<file path="src/verilog/irq_status_pkg.sv">
// Constants for the analog system interrupt status block.
// Assumes a single 100 MHz clock and a plain word-wide register port.

package irq_status_pkg;

	// ==========================================================
	// Register map (byte addresses)
	localparam logic [7:0] CLR_OFFSET = 8'h14;
	localparam logic [7:0] STATUS_OFFSET = 8'h18;
	localparam logic [7:0] MASK_OFFSET = 8'h28;

	// ==========================================================
	// Field positions
	localparam int unsigned NUM_EVENTS = 22;
	localparam int unsigned BIT_PHW_HI = 21;
	localparam int unsigned BIT_PHW_LO = 20;
	localparam int unsigned BIT_PHV_HI = 19;
	localparam int unsigned BIT_PHV_LO = 18;
	localparam int unsigned BIT_PHU_HI = 17;
	localparam int unsigned BIT_PHU_LO = 16;
	localparam int unsigned BIT_ESM = 15;
	localparam int unsigned BIT_REF5_OVL = 14;
	localparam int unsigned BIT_REF5_OV = 13;
	localparam int unsigned BIT_REF5_UV = 12;
	localparam int unsigned BIT_BG_OV = 11;
	localparam int unsigned BIT_BG_UV = 10;
	localparam int unsigned BIT_SYS_OT = 9;
	localparam int unsigned BIT_SYS_OTW = 8;
	localparam int unsigned BIT_REG_OT = 7;
	localparam int unsigned BIT_REG_OTW = 6;
	localparam int unsigned BIT_LIN_TMO = 2;
	localparam int unsigned BIT_LIN_OT = 1;
	localparam int unsigned BIT_LIN_OC = 0;

	// Implemented bits: 21..6 and 2..0; 5..3 reserved
	localparam logic [31:0] IMPL_MASK = 32'h003F_FFC7;

	// ==========================================================
	// Reset values
	localparam logic [31:0] STATUS_RESET = 32'h0000_0000;
	localparam logic [31:0] MASK_RESET = 32'h0000_0000;
	localparam logic [31:0] READ_ZERO = 32'h0000_0000;

endpackage

</file>
<file path="src/verilog/flag_cell.sv">
// One sticky interrupt status flag with edge-detected event input.
// Assumes the event input is already synchronised to clk_i.

`timescale 1ns/1ns
`default_nettype none

module flag_cell (
	input wire logic clk_i,
	input wire logic rst_i,
	input wire logic event_i,
	input wire logic clear_i,
	output logic flag_o
);

	// ==========================================================
	// Edge detection
	logic event_q;
	logic flag_q;

	// Previous event level, to catch rising edges only
	always_ff @(posedge clk_i or posedge rst_i) begin
		if (rst_i) begin
			event_q <= 1'b0;
		end else begin
			event_q <= event_i;
		end
	end

	// Sticky flag; a new edge beats a clear in the same cycle
	always_ff @(posedge clk_i or posedge rst_i) begin
		if (rst_i) begin
			flag_q <= 1'b0;
		end else if (event_i && !event_q) begin
			flag_q <= 1'b1;
		end else if (clear_i) begin
			flag_q <= 1'b0;
		end
	end

	assign flag_o = flag_q;

endmodule

`default_nettype wire

</file>
<file path="src/verilog/analog_system_irq_status.sv">
// Analog system interrupt status collector with clear, mask and irq output.
// Assumes event inputs come from other clock domains or pins; each is
// synchronised here. Register port is word-wide with read data one cycle later.
//
// Added by the designer: the address map and the plain strobed port.

`timescale 1ns/1ns
`default_nettype none

module analog_system_irq_status (
	input wire logic clk_i,
	input wire logic rst_i,
	input wire logic clr_rst_i,
	// Event sources from the analog modules
	input wire logic phase_w_zero_cross_high_irq_i,
	input wire logic phase_w_zero_cross_low_irq_i,
	input wire logic phase_v_zero_cross_high_irq_i,
	input wire logic phase_v_zero_cross_low_irq_i,
	input wire logic phase_u_zero_cross_high_irq_i,
	input wire logic phase_u_zero_cross_low_irq_i,
	input wire logic adc_b_exceptional_seq_irq_i,
	input wire logic ref_5v_overload_irq_i,
	input wire logic ref_5v_overvoltage_irq_i,
	input wire logic ref_5v_undervoltage_irq_i,
	input wire logic bandgap_ref_overvoltage_irq_i,
	input wire logic bandgap_ref_undervoltage_irq_i,
	input wire logic system_overtemp_shutdown_irq_i,
	input wire logic system_overtemp_prewarn_irq_i,
	input wire logic regulator_overtemp_shutdown_irq_i,
	input wire logic regulator_overtemp_prewarn_irq_i,
	input wire logic lin_txd_timeout_irq_i,
	input wire logic lin_overtemp_irq_i,
	input wire logic lin_overcurrent_irq_i,
	// Register port
	input wire logic [7:0] addr_i,
	input wire logic [31:0] wdata_i,
	input wire logic wr_i,
	input wire logic rd_i,
	output logic [31:0] rdata_o,
	// Interrupt
	output logic irq_o
);

	// ==========================================================
	// Event gathering
	logic [31:0] raw_events;
	logic [31:0] sync1_q;
	logic [31:0] sync2_q;

	// Pack sources onto their status positions
	always_comb begin
		raw_events = irq_status_pkg::READ_ZERO;
		raw_events[irq_status_pkg::BIT_PHW_HI] = phase_w_zero_cross_high_irq_i;
		raw_events[irq_status_pkg::BIT_PHW_LO] = phase_w_zero_cross_low_irq_i;
		raw_events[irq_status_pkg::BIT_PHV_HI] = phase_v_zero_cross_high_irq_i;
		raw_events[irq_status_pkg::BIT_PHV_LO] = phase_v_zero_cross_low_irq_i;
		raw_events[irq_status_pkg::BIT_PHU_HI] = phase_u_zero_cross_high_irq_i;
		raw_events[irq_status_pkg::BIT_PHU_LO] = phase_u_zero_cross_low_irq_i;
		raw_events[irq_status_pkg::BIT_ESM] = adc_b_exceptional_seq_irq_i;
		raw_events[irq_status_pkg::BIT_REF5_OVL] = ref_5v_overload_irq_i;
		raw_events[irq_status_pkg::BIT_REF5_OV] = ref_5v_overvoltage_irq_i;
		raw_events[irq_status_pkg::BIT_REF5_UV] = ref_5v_undervoltage_irq_i;
		raw_events[irq_status_pkg::BIT_BG_OV] = bandgap_ref_overvoltage_irq_i;
		raw_events[irq_status_pkg::BIT_BG_UV] = bandgap_ref_undervoltage_irq_i;
		raw_events[irq_status_pkg::BIT_SYS_OT] = system_overtemp_shutdown_irq_i;
		raw_events[irq_status_pkg::BIT_SYS_OTW] = system_overtemp_prewarn_irq_i;
		raw_events[irq_status_pkg::BIT_REG_OT] = regulator_overtemp_shutdown_irq_i;
		raw_events[irq_status_pkg::BIT_REG_OTW] = regulator_overtemp_prewarn_irq_i;
		raw_events[irq_status_pkg::BIT_LIN_TMO] = lin_txd_timeout_irq_i;
		raw_events[irq_status_pkg::BIT_LIN_OT] = lin_overtemp_irq_i;
		raw_events[irq_status_pkg::BIT_LIN_OC] = lin_overcurrent_irq_i;
	end

	// Two-stage synchroniser; sources live in analog or other domains
	always_ff @(posedge clk_i or posedge rst_i) begin
		if (rst_i) begin
			sync1_q <= irq_status_pkg::READ_ZERO;
			sync2_q <= irq_status_pkg::READ_ZERO;
		end else begin
			sync1_q <= raw_events;
			sync2_q <= sync1_q;
		end
	end

	// ==========================================================
	// Register decode
	logic wr_clr;
	logic wr_mask;
	logic rd_status;
	logic rd_mask;

	// Word-wide strobes only; no byte lanes exist on this port
	assign wr_clr = wr_i && (addr_i == irq_status_pkg::CLR_OFFSET);
	assign wr_mask = wr_i && (addr_i == irq_status_pkg::MASK_OFFSET);
	assign rd_status = rd_i && (addr_i == irq_status_pkg::STATUS_OFFSET);
	assign rd_mask = rd_i && (addr_i == irq_status_pkg::MASK_OFFSET);

	// ==========================================================
	// Clear path on its own reset
	logic [31:0] clr_pulse_q;

	// Clear strobe registered in the clear reset domain, self-clearing
	always_ff @(posedge clk_i or posedge clr_rst_i) begin
		if (clr_rst_i) begin
			clr_pulse_q <= irq_status_pkg::READ_ZERO;
		end else if (wr_clr) begin
			clr_pulse_q <= wdata_i & irq_status_pkg::IMPL_MASK;
		end else begin
			clr_pulse_q <= irq_status_pkg::READ_ZERO;
		end
	end

	// ==========================================================
	// Status flags
	logic [31:0] status;

	// Reserved positions are tied low, so they read zero and ignore writes
	assign status[31:22] = 10'h000;
	assign status[5:3] = 3'h0;

	// ==========================================================
	// Zero-crossing flags, one sticky cell per comparator edge

	// Phase W, comparator high side
	flag_cell w_high_cell (
		.clk_i(clk_i),
		.rst_i(rst_i),
		.event_i(sync2_q[irq_status_pkg::BIT_PHW_HI]),
		.clear_i(clr_pulse_q[irq_status_pkg::BIT_PHW_HI]),
		.flag_o(status[irq_status_pkg::BIT_PHW_HI])
	);

	// Phase W, comparator low side
	flag_cell w_low_cell (
		.clk_i(clk_i),
		.rst_i(rst_i),
		.event_i(sync2_q[irq_status_pkg::BIT_PHW_LO]),
		.clear_i(clr_pulse_q[irq_status_pkg::BIT_PHW_LO]),
		.flag_o(status[irq_status_pkg::BIT_PHW_LO])
	);

	// Phase V, comparator high side
	flag_cell v_high_cell (
		.clk_i(clk_i),
		.rst_i(rst_i),
		.event_i(sync2_q[irq_status_pkg::BIT_PHV_HI]),
		.clear_i(clr_pulse_q[irq_status_pkg::BIT_PHV_HI]),
		.flag_o(status[irq_status_pkg::BIT_PHV_HI])
	);

	// Phase V, comparator low side
	flag_cell v_low_cell (
		.clk_i(clk_i),
		.rst_i(rst_i),
		.event_i(sync2_q[irq_status_pkg::BIT_PHV_LO]),
		.clear_i(clr_pulse_q[irq_status_pkg::BIT_PHV_LO]),
		.flag_o(status[irq_status_pkg::BIT_PHV_LO])
	);

	// Phase U, comparator high side
	flag_cell u_high_cell (
		.clk_i(clk_i),
		.rst_i(rst_i),
		.event_i(sync2_q[irq_status_pkg::BIT_PHU_HI]),
		.clear_i(clr_pulse_q[irq_status_pkg::BIT_PHU_HI]),
		.flag_o(status[irq_status_pkg::BIT_PHU_HI])
	);

	// Phase U, comparator low side
	flag_cell u_low_cell (
		.clk_i(clk_i),
		.rst_i(rst_i),
		.event_i(sync2_q[irq_status_pkg::BIT_PHU_LO]),
		.clear_i(clr_pulse_q[irq_status_pkg::BIT_PHU_LO]),
		.flag_o(status[irq_status_pkg::BIT_PHU_LO])
	);

	// ==========================================================
	// Converter and reference flags

	// Exceptional sequence result; edge only, a held request sets once
	flag_cell esm_cell (
		.clk_i(clk_i),
		.rst_i(rst_i),
		.event_i(sync2_q[irq_status_pkg::BIT_ESM]),
		.clear_i(clr_pulse_q[irq_status_pkg::BIT_ESM]),
		.flag_o(status[irq_status_pkg::BIT_ESM])
	);

	// Five volt reference overload
	flag_cell ref_ovl_cell (
		.clk_i(clk_i),
		.rst_i(rst_i),
		.event_i(sync2_q[irq_status_pkg::BIT_REF5_OVL]),
		.clear_i(clr_pulse_q[irq_status_pkg::BIT_REF5_OVL]),
		.flag_o(status[irq_status_pkg::BIT_REF5_OVL])
	);

	// First converter reference above its upper threshold
	flag_cell ref_ov_cell (
		.clk_i(clk_i),
		.rst_i(rst_i),
		.event_i(sync2_q[irq_status_pkg::BIT_REF5_OV]),
		.clear_i(clr_pulse_q[irq_status_pkg::BIT_REF5_OV]),
		.flag_o(status[irq_status_pkg::BIT_REF5_OV])
	);

	// First converter reference below its lower threshold
	flag_cell ref_uv_cell (
		.clk_i(clk_i),
		.rst_i(rst_i),
		.event_i(sync2_q[irq_status_pkg::BIT_REF5_UV]),
		.clear_i(clr_pulse_q[irq_status_pkg::BIT_REF5_UV]),
		.flag_o(status[irq_status_pkg::BIT_REF5_UV])
	);

	// Second converter's own reference too high
	flag_cell bg_ov_cell (
		.clk_i(clk_i),
		.rst_i(rst_i),
		.event_i(sync2_q[irq_status_pkg::BIT_BG_OV]),
		.clear_i(clr_pulse_q[irq_status_pkg::BIT_BG_OV]),
		.flag_o(status[irq_status_pkg::BIT_BG_OV])
	);

	// Second converter's own reference too low
	flag_cell bg_uv_cell (
		.clk_i(clk_i),
		.rst_i(rst_i),
		.event_i(sync2_q[irq_status_pkg::BIT_BG_UV]),
		.clear_i(clr_pulse_q[irq_status_pkg::BIT_BG_UV]),
		.flag_o(status[irq_status_pkg::BIT_BG_UV])
	);

	// ==========================================================
	// Temperature flags

	// System shutdown level; software must still clear it after cooling
	flag_cell sys_ot_cell (
		.clk_i(clk_i),
		.rst_i(rst_i),
		.event_i(sync2_q[irq_status_pkg::BIT_SYS_OT]),
		.clear_i(clr_pulse_q[irq_status_pkg::BIT_SYS_OT]),
		.flag_o(status[irq_status_pkg::BIT_SYS_OT])
	);

	// System prewarning level
	flag_cell sys_otw_cell (
		.clk_i(clk_i),
		.rst_i(rst_i),
		.event_i(sync2_q[irq_status_pkg::BIT_SYS_OTW]),
		.clear_i(clr_pulse_q[irq_status_pkg::BIT_SYS_OTW]),
		.flag_o(status[irq_status_pkg::BIT_SYS_OTW])
	);

	// Regulator shutdown level
	flag_cell reg_ot_cell (
		.clk_i(clk_i),
		.rst_i(rst_i),
		.event_i(sync2_q[irq_status_pkg::BIT_REG_OT]),
		.clear_i(clr_pulse_q[irq_status_pkg::BIT_REG_OT]),
		.flag_o(status[irq_status_pkg::BIT_REG_OT])
	);

	// Regulator prewarning level
	flag_cell reg_otw_cell (
		.clk_i(clk_i),
		.rst_i(rst_i),
		.event_i(sync2_q[irq_status_pkg::BIT_REG_OTW]),
		.clear_i(clr_pulse_q[irq_status_pkg::BIT_REG_OTW]),
		.flag_o(status[irq_status_pkg::BIT_REG_OTW])
	);

	// ==========================================================
	// LIN transceiver flags

	// Transmit data stuck dominant too long
	flag_cell lin_tmo_cell (
		.clk_i(clk_i),
		.rst_i(rst_i),
		.event_i(sync2_q[irq_status_pkg::BIT_LIN_TMO]),
		.clear_i(clr_pulse_q[irq_status_pkg::BIT_LIN_TMO]),
		.flag_o(status[irq_status_pkg::BIT_LIN_TMO])
	);

	// Transceiver overtemperature
	flag_cell lin_ot_cell (
		.clk_i(clk_i),
		.rst_i(rst_i),
		.event_i(sync2_q[irq_status_pkg::BIT_LIN_OT]),
		.clear_i(clr_pulse_q[irq_status_pkg::BIT_LIN_OT]),
		.flag_o(status[irq_status_pkg::BIT_LIN_OT])
	);

	// Transceiver overcurrent
	flag_cell lin_oc_cell (
		.clk_i(clk_i),
		.rst_i(rst_i),
		.event_i(sync2_q[irq_status_pkg::BIT_LIN_OC]),
		.clear_i(clr_pulse_q[irq_status_pkg::BIT_LIN_OC]),
		.flag_o(status[irq_status_pkg::BIT_LIN_OC])
	);

	// ==========================================================
	// Mask register
	logic [31:0] mask_q;

	// Enables gate flags onto the interrupt line
	always_ff @(posedge clk_i or posedge rst_i) begin
		if (rst_i) begin
			mask_q <= irq_status_pkg::MASK_RESET;
		end else if (wr_mask) begin
			mask_q <= wdata_i & irq_status_pkg::IMPL_MASK;
		end
	end

	// ==========================================================
	// Read data and interrupt
	logic [31:0] rdata_q;
	logic irq_q;

	// Read data one cycle after strobe, zero otherwise; writes to status ignored
	always_ff @(posedge clk_i or posedge rst_i) begin
		if (rst_i) begin
			rdata_q <= irq_status_pkg::READ_ZERO;
		end else if (rd_status) begin
			rdata_q <= status;
		end else if (rd_mask) begin
			rdata_q <= mask_q;
		end else begin
			rdata_q <= irq_status_pkg::READ_ZERO;
		end
	end

	// Registered level; one cycle behind the flags, glitch-free
	always_ff @(posedge clk_i or posedge rst_i) begin
		if (rst_i) begin
			irq_q <= 1'b0;
		end else begin
			irq_q <= |(status & mask_q);
		end
	end

	assign rdata_o = rdata_q;
	assign irq_o = irq_q;

endmodule

`default_nettype wire

</file>
<file path="config.mk">
export PLATFORM = sky130hd
export DESIGN_NAME = analog_system_irq_status
export DESIGN_NICKNAME = d
export VERILOG_FILES = /design/src/verilog/irq_status_pkg.sv /design/src/verilog/flag_cell.sv /design/src/verilog/analog_system_irq_status.sv
export SDC_FILE = /design/constraint.sdc
export NUM_CORES = 1
export LEC_CHECK = 0
export ABC_AREA = 1
export BUFFER_PORTS_ARGS = -buffer_cell sky130_fd_sc_hd__buf_4
export CORE_UTILIZATION = 47
export CTS_BUF_LIST = sky130_fd_sc_hd__clkbuf_8 sky130_fd_sc_hd__clkbuf_16
export DETAILED_ROUTE_END_ITERATION = 7
export PLACE_DENSITY = 0.7
export SLEW_MARGIN = 20
export SYNTH_ARGS = -nofsm -noshare
export SYNTH_HDL_FRONTEND = slang
export SYNTH_SLANG_ARGS = --single-unit
</file>
<file path="constraint.sdc">
create_clock -name clk_i -period 4.3 [get_ports clk_i]
set_input_delay 0.215 -clock clk_i [delete_from_list [all_inputs] [get_ports clk_i]]
set_output_delay 0.215 -clock clk_i [all_outputs]
set_load 0.05 [all_outputs]
</file>
==> results.toml, run 1 <==
[status]
outcome = "complete, no violations"

[place]
postPlaceCellArea_um2 = 5590
dp_slack_ns = 2.35
hpwl_mm = 5.80
gp_congestion = 0.752
portBuffers = 70

[clock_network]
ctsLongestPathBuffers = 2
cts_setup_buffers = 0
cts.clk_slew.worst_paths_ns = 0.05
cts_tree = "done"
clkLatencyLatePin_ns = 0.53
clock-sinks = 134
cts_max_level = 4
cts_buffers = 17
root_buffer = "clkbuf_8"

[timing]
slew_violations = 0
fin_crit_ns = 1.49
max_freq_mhz = 672
finalSetupViolCount = 0
setup_slack_ns = 2.81
worst_pin_slew_ns = 0.903
rsz0062_at_grt = "false"
hold_viol = 0
finalCritPeriodShare = 0.346
finalSetupTns_ns = 0
clock_skew_ns = 0.00508
max_slew_margin = 0.397

[routing]
ant_nets = 0
drc_errors = 0
drt-pass1-iter-count = 4
vias = 3311
wl_mm = 9.59
viasPerCell = 4.47
wl_per_cell_um = 12.9
first_iter_violations = 139

[finish]
num-fill-cells = 863
layout_commonest_cell = "dfrtp_1"
post-route-util = 0.637
multi_input_area_um2 = 1190
design_area_um2 = 6610
antennaDiodeCount = 0
seq_area_um2 = 3350
area_growth_pct = 31.3
finalNetCount = 656
drive_gt1_frac = 0.231
layout_common_cells = "dfrtp_1 (134), nand2_1 (125), inv_1 (88)"

[critical_path]
cp_num_buf_inv = 4
required_ns = 4.92
endpoint_kind = "async pin"
cp_cell_sequence = "dlygate4sd3_1, buf_4, inv_4, buf_4"
cp_common_cell = "buf_4"
worstSetupStartpointType = "primary input"
arrival_ns = 2.11
cpMaxStageDelayCell = "buf_4"
path_max_fanout = 69
max_stage_delay_ns = 0.61
path_delay_family = "buffers and inverters"
r2r_setup_slack_ns = 3.26
critPathKind = "in -> async"

[global_routing]
overflow = 0
antenna_found_initial = 0
grt_start_max_net_pins = 70
grt.total_usage = 0.195
grt_pass1_wl_mm = 15.8
grt_pass1_vias = 3351

[synthesis]
syn_inst = 472
yosys_warnings = 0
ys_types = 20
seq_area_frac_synth = 0.666
syn_avg_cell_area_um2 = 10.7
syn_area_um2 = 5030
yosys_register_bits = 134

[worst_hold_path]
min_path_type = "in -> reg"

[power]
power.leakage_uw = 0.00363
cellPowerDensity_nw_per_um2 = 454
peakVddDrop_mv = 0.351

[floorplanning]
die_area_um2 = 11100
core_um2 = 10400
rows = 37
die_w_um = 105
io_pins = 97
fp.dieH_um = 105
initial_utilization = 0.485

[job]
maxCapViolCount = 0
==> worst paths after layout <==
| check | start | to | cells after the start |
|---|---|---|---|
| worst max-delay path | rst_i | lin_oc_cell.flag_o$_DFFE_PP0P_ | 4 |
| worst min-delay path | rd_i | rdata_o[9]$_DFF_PP0_ | 5 |
| worst max register to register | sys_ot_cell.flag_o$_DFFE_PP0P_ | irq_o$_DFF_PP0_ | 6 |
| worst min register to register | sync1_q[16]$_DFF_PP0_ | sync2_q[16]$_DFF_PP0_ | 0 |
| max in group clk_i | addr_i[0] | mask_q[10]$_DFFE_PP0P_ | 7 |
| min in group asynchronous | rst_i | sync2_q[17]$_DFF_PP0_ | 3 |
==> power breakdown <==
group | total, uW | switching, uW | internal [uW] | leakage, uW
combinational | 205 | 126 | 79.5 | 0.00168
clock | 1470 | 502 | 969 | 0.000311
sequential | 1320 | 17.7 | 1300 | 0.00163
==> worst reg2reg max path, cell delays in order, from the launching register on <==
cell and delay [ns]:
dfrtp_1 0.40, nand2_1 0.08, nand2_1 0.05, nor2_1 0.13, nand2_1 0.11, nor2_1 0.10
nand2_1 0.07
==> metal layers <==
layer	share of wire	track usage	routed length, um
met2	0.51	0.330	4910
met4	0.0080	0.0744	77
met1	0.42	0.227	4060
met3	0.057	0.0686	547
met5	0	0	0
==> cell usage after synthesis <==
master      n  area, um2
nand2_2     2       12.5
nand3_4     1       17.5
nand4_1     2       12.5
nor2_4     13        146
o22ai_1    19        119
nand2_1   125        469
nand3_2     2       20.0
buf_6       5       56.3
buf_4      15        113
dfrtp_1   134       3350
buf_12      1       20.0
nand3_1    19       95.1
conb_1      1       3.75
nand3b_4    1       20.0
inv_1      88        330
nor2_8      3       60.1
buf_2       1       5.00
inv_2       3       11.3
nor2_2     12       75.1
nor2_1     25       93.8
==> cell families after synthesis <==
kind of cell | count (synthesis) | synth area share
and+or+nand+nor | 205 | 0.203
DFF | 134 | 0.666
buffers and inverters | 113 | 0.106
AOI/OAI and AO/OA | 19 | 0.0236
other | 1 | 0.000745
==> what timing repair did <==
item,4_1_cts,5_1_grt
gates resized for setup,0,0
hold endpoints to repair,144,0
hold buffers,40,0
==> sequential cells by signal, indices dropped and copies added (netlist names), 19 cells and up <==
| register | count |
|---|---|
| mask_q | 19 |
| sync2_q | 19 |
| rdata_o | 19 |
| clr_pulse_q | 19 |
| sync1_q | 19 |
==> layout make-up <==
type | instances | share of cell area
Sequential cell | 134 | 0.507
Multi-Input combinational cell | 237 | 0.180
Timing Repair Buffer | 111 | 0.141
Clock buffer | 23 | 0.0752
Inverter | 91 | 0.0521
Tap cell | 136 | 0.0257
Clock inverter | 9 | 0.0184
==> stage by stage <==
| step | std cells | hold slack (ns) | power (uW) |
|---|---|---|---|
| 2_1_floorplan | 484 | 0.166 | 1460 |
| 3_3_place_gp | 669 | 0.324 | 1520 |
| 3_5_place_dp | 669 | 0.325 | 1520 |
| 4_1_cts | 741 | 0.144 | 3030 |
| 5_1_grt | 741 | 0.163 | 3110 |
| 6_report | 741 | 0.164 | 3000 |
(Power assumes the default switching activity.)
==> run 2: changes to the inputs <==
--- a/config.mk
+++ b/config.mk
@@ -10,7 +10,7 @@
 export CORE_UTILIZATION = 47
 export CTS_BUF_LIST = sky130_fd_sc_hd__clkbuf_8 sky130_fd_sc_hd__clkbuf_16
 export DETAILED_ROUTE_END_ITERATION = 7
-export PLACE_DENSITY = 0.7
+export PLACE_DENSITY = 0.72
 export SLEW_MARGIN = 20
 export SYNTH_ARGS = -nofsm -noshare
 export SYNTH_HDL_FRONTEND = slang
==> constraint.sdc (replaced) <==
create_clock -name clk_i -period 1.3 [get_ports clk_i]
set_input_delay 0.065 -clock clk_i [delete_from_list [all_inputs] [get_ports clk_i]]
set_output_delay 0.065 -clock clk_i [all_outputs]
set_load 0.05 [all_outputs]
==> results.toml, run 2 (same netlist as run 1, synthesis figures left out) <==
[critical_path]
arrival_ns = 1.12
path_delay_family = "flip-flops"
required_ns = 1.24
critPathKind = "reg -> out"
cpMaxStageDelayCell = "dfrtp_1"
max_stage_delay_ns = 0.40
cp_cell_sequence = "buf_4"
cp_num_buf_inv = 1
path_max_fanout = 1
endpoint_kind = "output pin"
worstSetupStartpointType = "flop"

[timing]
slew_violations = 0
fin_crit_ns = 1.18
finalSetupViolCount = 0
rsz0062_at_grt = "false"
max_freq_mhz = 846
finalCritPeriodShare = 0.909
hold_slack_ns = 0.0180
hold_viol = 0
clock_skew_ns = 0.00775

[power]
peakVddDrop_mv = 1.19
cellPowerDensity_nw_per_um2 = 1510
power_uw = 10100
power.leakage_uw = 0.00367

[global_routing]
grt_pass1_vias = 3510
grt_pass1_wl_mm = 16.6
overflow = 0
grt_start_max_net_pins = 47
antenna_found_initial = 0
grt.total_usage = 0.200

[clock_network]
root_buffer = "clkbuf_8"
ctsLongestPathBuffers = 2
holdBufCountCts = 40
cts_max_level = 4
cts-resized-gates = 0
clock-sinks = 134
cts_buffers = 17
cts_tree = "done"
cts.clk_slew.worst_paths_ns = 0.06
clkLatencyLatePin_ns = 0.52
cts_setup_buffers = 0

[routing]
vias = 3352
drt-pass1-iter-count = 5
ant_nets = 0
first_iter_violations = 112
drc_errors = 0
viasPerCell = 4.48
wl_per_cell_um = 13.3
wl_mm = 9.96

[finish]
layout_commonest_cell = "dfrtp_1"
num-fill-cells = 816
post-route-util = 0.648
antennaDiodeCount = 0
drive_gt1_frac = 0.243
area_growth_pct = 33.5
finalNetCount = 664
design_area_um2 = 6720
layout_common_cells = "dfrtp_1 (134), nand2_1 (125), inv_1 (87)"

[floorplanning]
die_w_um = 105
io_pins = 97
initial_utilization = 0.485
rows = 37
die_area_um2 = 11100
core_um2 = 10400
fp.dieH_um = 105

[place]
gp_congestion = 0.816
postPlaceCellArea_um2 = 5680
hpwl_mm = 6.09
portBuffers = 70

[job]
maxCapViolCount = 0

[status]
outcome = "complete, no violations"

[worst_hold_path]
min_path_type = "in -> reg"
[run 2: cell count changes in the layout (fill, tap and decap cells not counted), sizes merged]
cell / previous run / this run
buf: 71 / 79
bufinv: 3 / 4
clkbuf: 23 / 21
clkinv: 4 / 5
clkinvlp: 1 / 3
inv: 92 / 90
[run 2: routing by layer]
| layer | global-route usage | part of all wire | vias to the layer above |
|---|---|---|---|
| li1 | - | - | 1632 |
| met4 | 0.0604 | 0.010 | 0 |
| met5 | 0 | 0 | - |
| met3 | 0.0544 | 0.049 | 11 |
| met1 | 0.239 | 0.41 | 1628 |
| met2 | 0.354 | 0.53 | 81 |
[run 2: cell type report]
| class | count | area (um2) | area share |
|---|---|---|---|
| sequential | 134 | 3350 | 0.499 |
| multi-input combinational | 237 | 1190 | 0.177 |
| timing repair buffer | 119 | 1020 | 0.152 |
| clock buffer | 21 | 469 | 0.0698 |
| inverter | 91 | 345 | 0.0514 |
| clock inverter | 11 | 171 | 0.0255 |
| tap | 136 | 170 | 0.0253 |
[run 2: path summary, 6_finish.rpt]
path	cells after the start	slack, ns	endpoint	from
worst max-delay path	1	0.12	rdata_o[14]	rdata_o[14]$_DFF_PP0_
worst min-delay path	6	0.02	rdata_o[14]$_DFF_PP0_	addr_i[6]
worst max register to register	6	0.35	irq_o$_DFF_PP0_	lin_tmo_cell.flag_o$_DFFE_PP0P_
worst min register to register	0	0.35	sync2_q[15]$_DFF_PP0_	sync1_q[15]$_DFF_PP0_
max in group asynchronous	4	0.62	ref_ovl_cell.event_q$_DFF_PP0_	rst_i
min in group asynchronous	3	0.12	sync2_q[2]$_DFF_PP0_	rst_i
[run 2: where the power goes]
| part | internal, uW | switching (uW) | total (uW) | leakage, uW |
|---|---|---|---|---|
| logic | 281 | 416 | 697 | 0.00172 |
| registers | 4310 | 63.3 | 4370 | 0.00163 |
| clock network | 3320 | 1750 | 5070 | 0.000310 |
[run 2: through the flow]
step / std cells / setup TNS [ns] / worst slack (ns)
floorplan: 484 / -18.91 / -0.164
global placement: 677 / 0 / 0.223
detailed placement: 677 / 0 / 0.197
CTS: 749 / 0 / 0.113
global route: 749 / 0 / 0.0934
finish: 749 / 0 / 0.119
==> run 3: changes to the inputs <==
--- a/config.mk
+++ b/config.mk
@@ -7,6 +7,7 @@
 export LEC_CHECK = 0
 export ABC_AREA = 1
 export BUFFER_PORTS_ARGS = -buffer_cell sky130_fd_sc_hd__buf_4
+export CORE_MARGIN = 2
 export CORE_UTILIZATION = 47
 export CTS_BUF_LIST = sky130_fd_sc_hd__clkbuf_8 sky130_fd_sc_hd__clkbuf_16
 export DETAILED_ROUTE_END_ITERATION = 7
@@ -14,4 +15,5 @@
 export SLEW_MARGIN = 20
 export SYNTH_ARGS = -nofsm -noshare
 export SYNTH_HDL_FRONTEND = slang
+export SYNTH_HIERARCHICAL = 1
 export SYNTH_SLANG_ARGS = --single-unit
==> results.toml, run 3 <==
[floorplanning]
die_area_um2 = 11400
io_pins = 97
core_um2 = 10300
die_w_um = 107
initial_utilization = 0.482
fp.dieH_um = 107
rows = 37

[synthesis]
seq_area_frac_synth = 0.674
synth_top_area_frac = 0.674
ys_async_sr_fraction = 1.00
synth-edff-count = 0
ys_top_cells_by_area = "dfrtp_1 (67%), nand2_1 (14%), inv_1 (6.4%)"
synth_top_area_cell = "dfrtp_1"
syn_avg_cell_area_um2 = 10.2
ys_types = 21
synth_ff_type = "dfrtp_1"
syn_area_um2 = 4980
syn_inst = 487
post-synth-top-count-cell = "nand2_1"
yosys_warnings = 6
yosys_register_bits = 134
ys_top_cells_by_count = "nand2_1 (182), dfrtp_1 (134), inv_1 (85)"

[critical_path]
required_ns = 1.24
cpMaxStageDelayCell = "dfrtp_1"
critPathKind = "reg -> out"
reg2reg_depth = 6
cp_cell_sequence = "buf_4"
arrival_ns = 1.11
worstSetupStartpointType = "flop"
cp_num_buf_inv = 1
path_max_fanout = 1
max_stage_delay_ns = 0.39
worst-path-stages = 1
endpoint_kind = "output pin"
path_delay_family = "flip-flops"

[finish]
multi_input_area_um2 = 1160
finalNetCount = 684
antennaDiodeCount = 0
drive_gt1_frac = 0.220
seq_area_um2 = 3350
layout_commonest_cell = "nand2_1"
area_growth_pct = 33.8
layout_common_cells = "nand2_1 (182), dfrtp_1 (134), inv_1 (84)"
num-fill-cells = 761

[clock_network]
cts_buffers = 17
cts_max_level = 4
cts-resized-gates = 0
cts.clk_slew.worst_paths_ns = 0.06
cts_tree = "done"
clkLatencyLatePin_ns = 0.53
clock-sinks = 134
ctsLongestPathBuffers = 2
root_buffer = "clkbuf_8"

[routing]
drt-pass1-iter-count = 4
viasPerCell = 4.40
drc_errors = 0
wl_per_cell_um = 12.7
first_iter_violations = 145
vias = 3383
wl_mm = 9.76
ant_nets = 0

[global_routing]
grt.total_usage = 0.190
grt_pass1_vias = 3383
overflow = 0
antenna_found_initial = 0
grt_start_max_net_pins = 78
grt_pass1_wl_mm = 16.1

[power]
power.leakage_uw = 0.00364
peakVddDrop_mv = 0.884
cellPowerDensity_nw_per_um2 = 1470

[place]
portBuffers = 70
dp_slack_ns = 0.0441
hpwl_mm = 6.08
gp_congestion = 0.811

[timing]
setup_slack_ns = 0.128
fin_crit_ns = 1.17
hold_viol = 0
finalSetupViolCount = 0
rsz0062_at_grt = "false"
max_freq_mhz = 853
finalCritPeriodShare = 0.902
clock_skew_ns = 0.00501
finalSetupTns_ns = 0
slew_violations = 0

[status]
outcome = "complete, no violations"

[job]
maxCapViolCount = 0

[worst_hold_path]
whs_path_depth = 5
min_path_type = "in -> reg"
## run 3: cells by family after synthesis
group / share of synthesized area
compound gates: 0.0236
buf+inv: 0.102
flops: 0.674
other cells: 0.000754
simple gates: 0.200
## run 3: timing repair
| item | in CTS | in global routing |
|---|---|---|
| buffers inserted | 0 | 0 |
| hold buffers | 41 | 0 |
| hold endpoints to repair | 192 | 0 |
## run 3: final timing paths
check / startpoint / endpoint / slack (ns)
max: rdata_o[13]$_DFF_PP0_ / rdata_o[13] / 0.13
min: addr_i[6] / mask_q[13]$_DFFE_PP0P_ / 0.04
max reg2reg: lin_oc_cell/flag_o$_DFFE_PP0P_ / irq_o$_DFF_PP0_ / 0.27
min reg2reg: sync1_q[0]$_DFF_PP0_ / sync2_q[0]$_DFF_PP0_ / 0.35
max in group asynchronous: rst_i / sync1_q[18]$_DFF_PP0_ / 0.61
min in group asynchronous: rst_i / lin_oc_cell/event_q$_DFF_PP0_ / 0.09
## run 3: cell type report
| cell class | count | share of cell area |
|---|---|---|
| multi-input cells | 257 | 0.174 |
| well taps | 136 | 0.0255 |
| repair buffers | 123 | 0.158 |
| clock inverters | 15 | 0.0271 |
| flip-flops and latches | 134 | 0.503 |
| inverters | 87 | 0.0496 |
| clock buffers | 17 | 0.0622 |
## run 3: tightest hold or removal path: cells and delay by family
family,cells,cell delay [ns]
AO/OA/AOI/OAI,1,0.09
buffers and inverters,1,0.09
AND/OR/NAND/NOR,3,0.28
## run 3: power by group
part	total, uW	internal, uW	switching, uW
Sequential	4370	4310	59.4
Combinational	683	274	409
Clock	4720	2930	1790
Total	9760	7510	2260
## run 3: layer usage
| layer | wire [um] | vias up | GRT usage | share of wire |
|---|---|---|---|---|
| met1 | 4220 | 1607 | 0.232 | 0.43 |
| met4 | 173 | 0 | 0.0863 | 0.018 |
| met3 | 467 | 19 | 0.0626 | 0.048 |
| li1 | - | 1663 | - | - |
| met5 | 0 | - | 0 | 0 |
| met2 | 4900 | 94 | 0.308 | 0.50 |
## run 3: through the flow
step | utilization | total power (uW) | instances | hold WS (ns) | cell area [um2]
final | 0.645 | 9760 | 769 | 0.0403 | 6660
after global routing | 0.645 | 10100 | 769 | 0.0398 | 6660
after CTS | 0.645 | 9860 | 769 | 0.00732 | 6660
after detailed placement | 0.548 | 5030 | 696 | 0.0796 | 5660
after global placement | 0.548 | 5010 | 696 | 0.0706 | 5660
after floorplan | - | 4800 | 499 | -0.194 | 5020
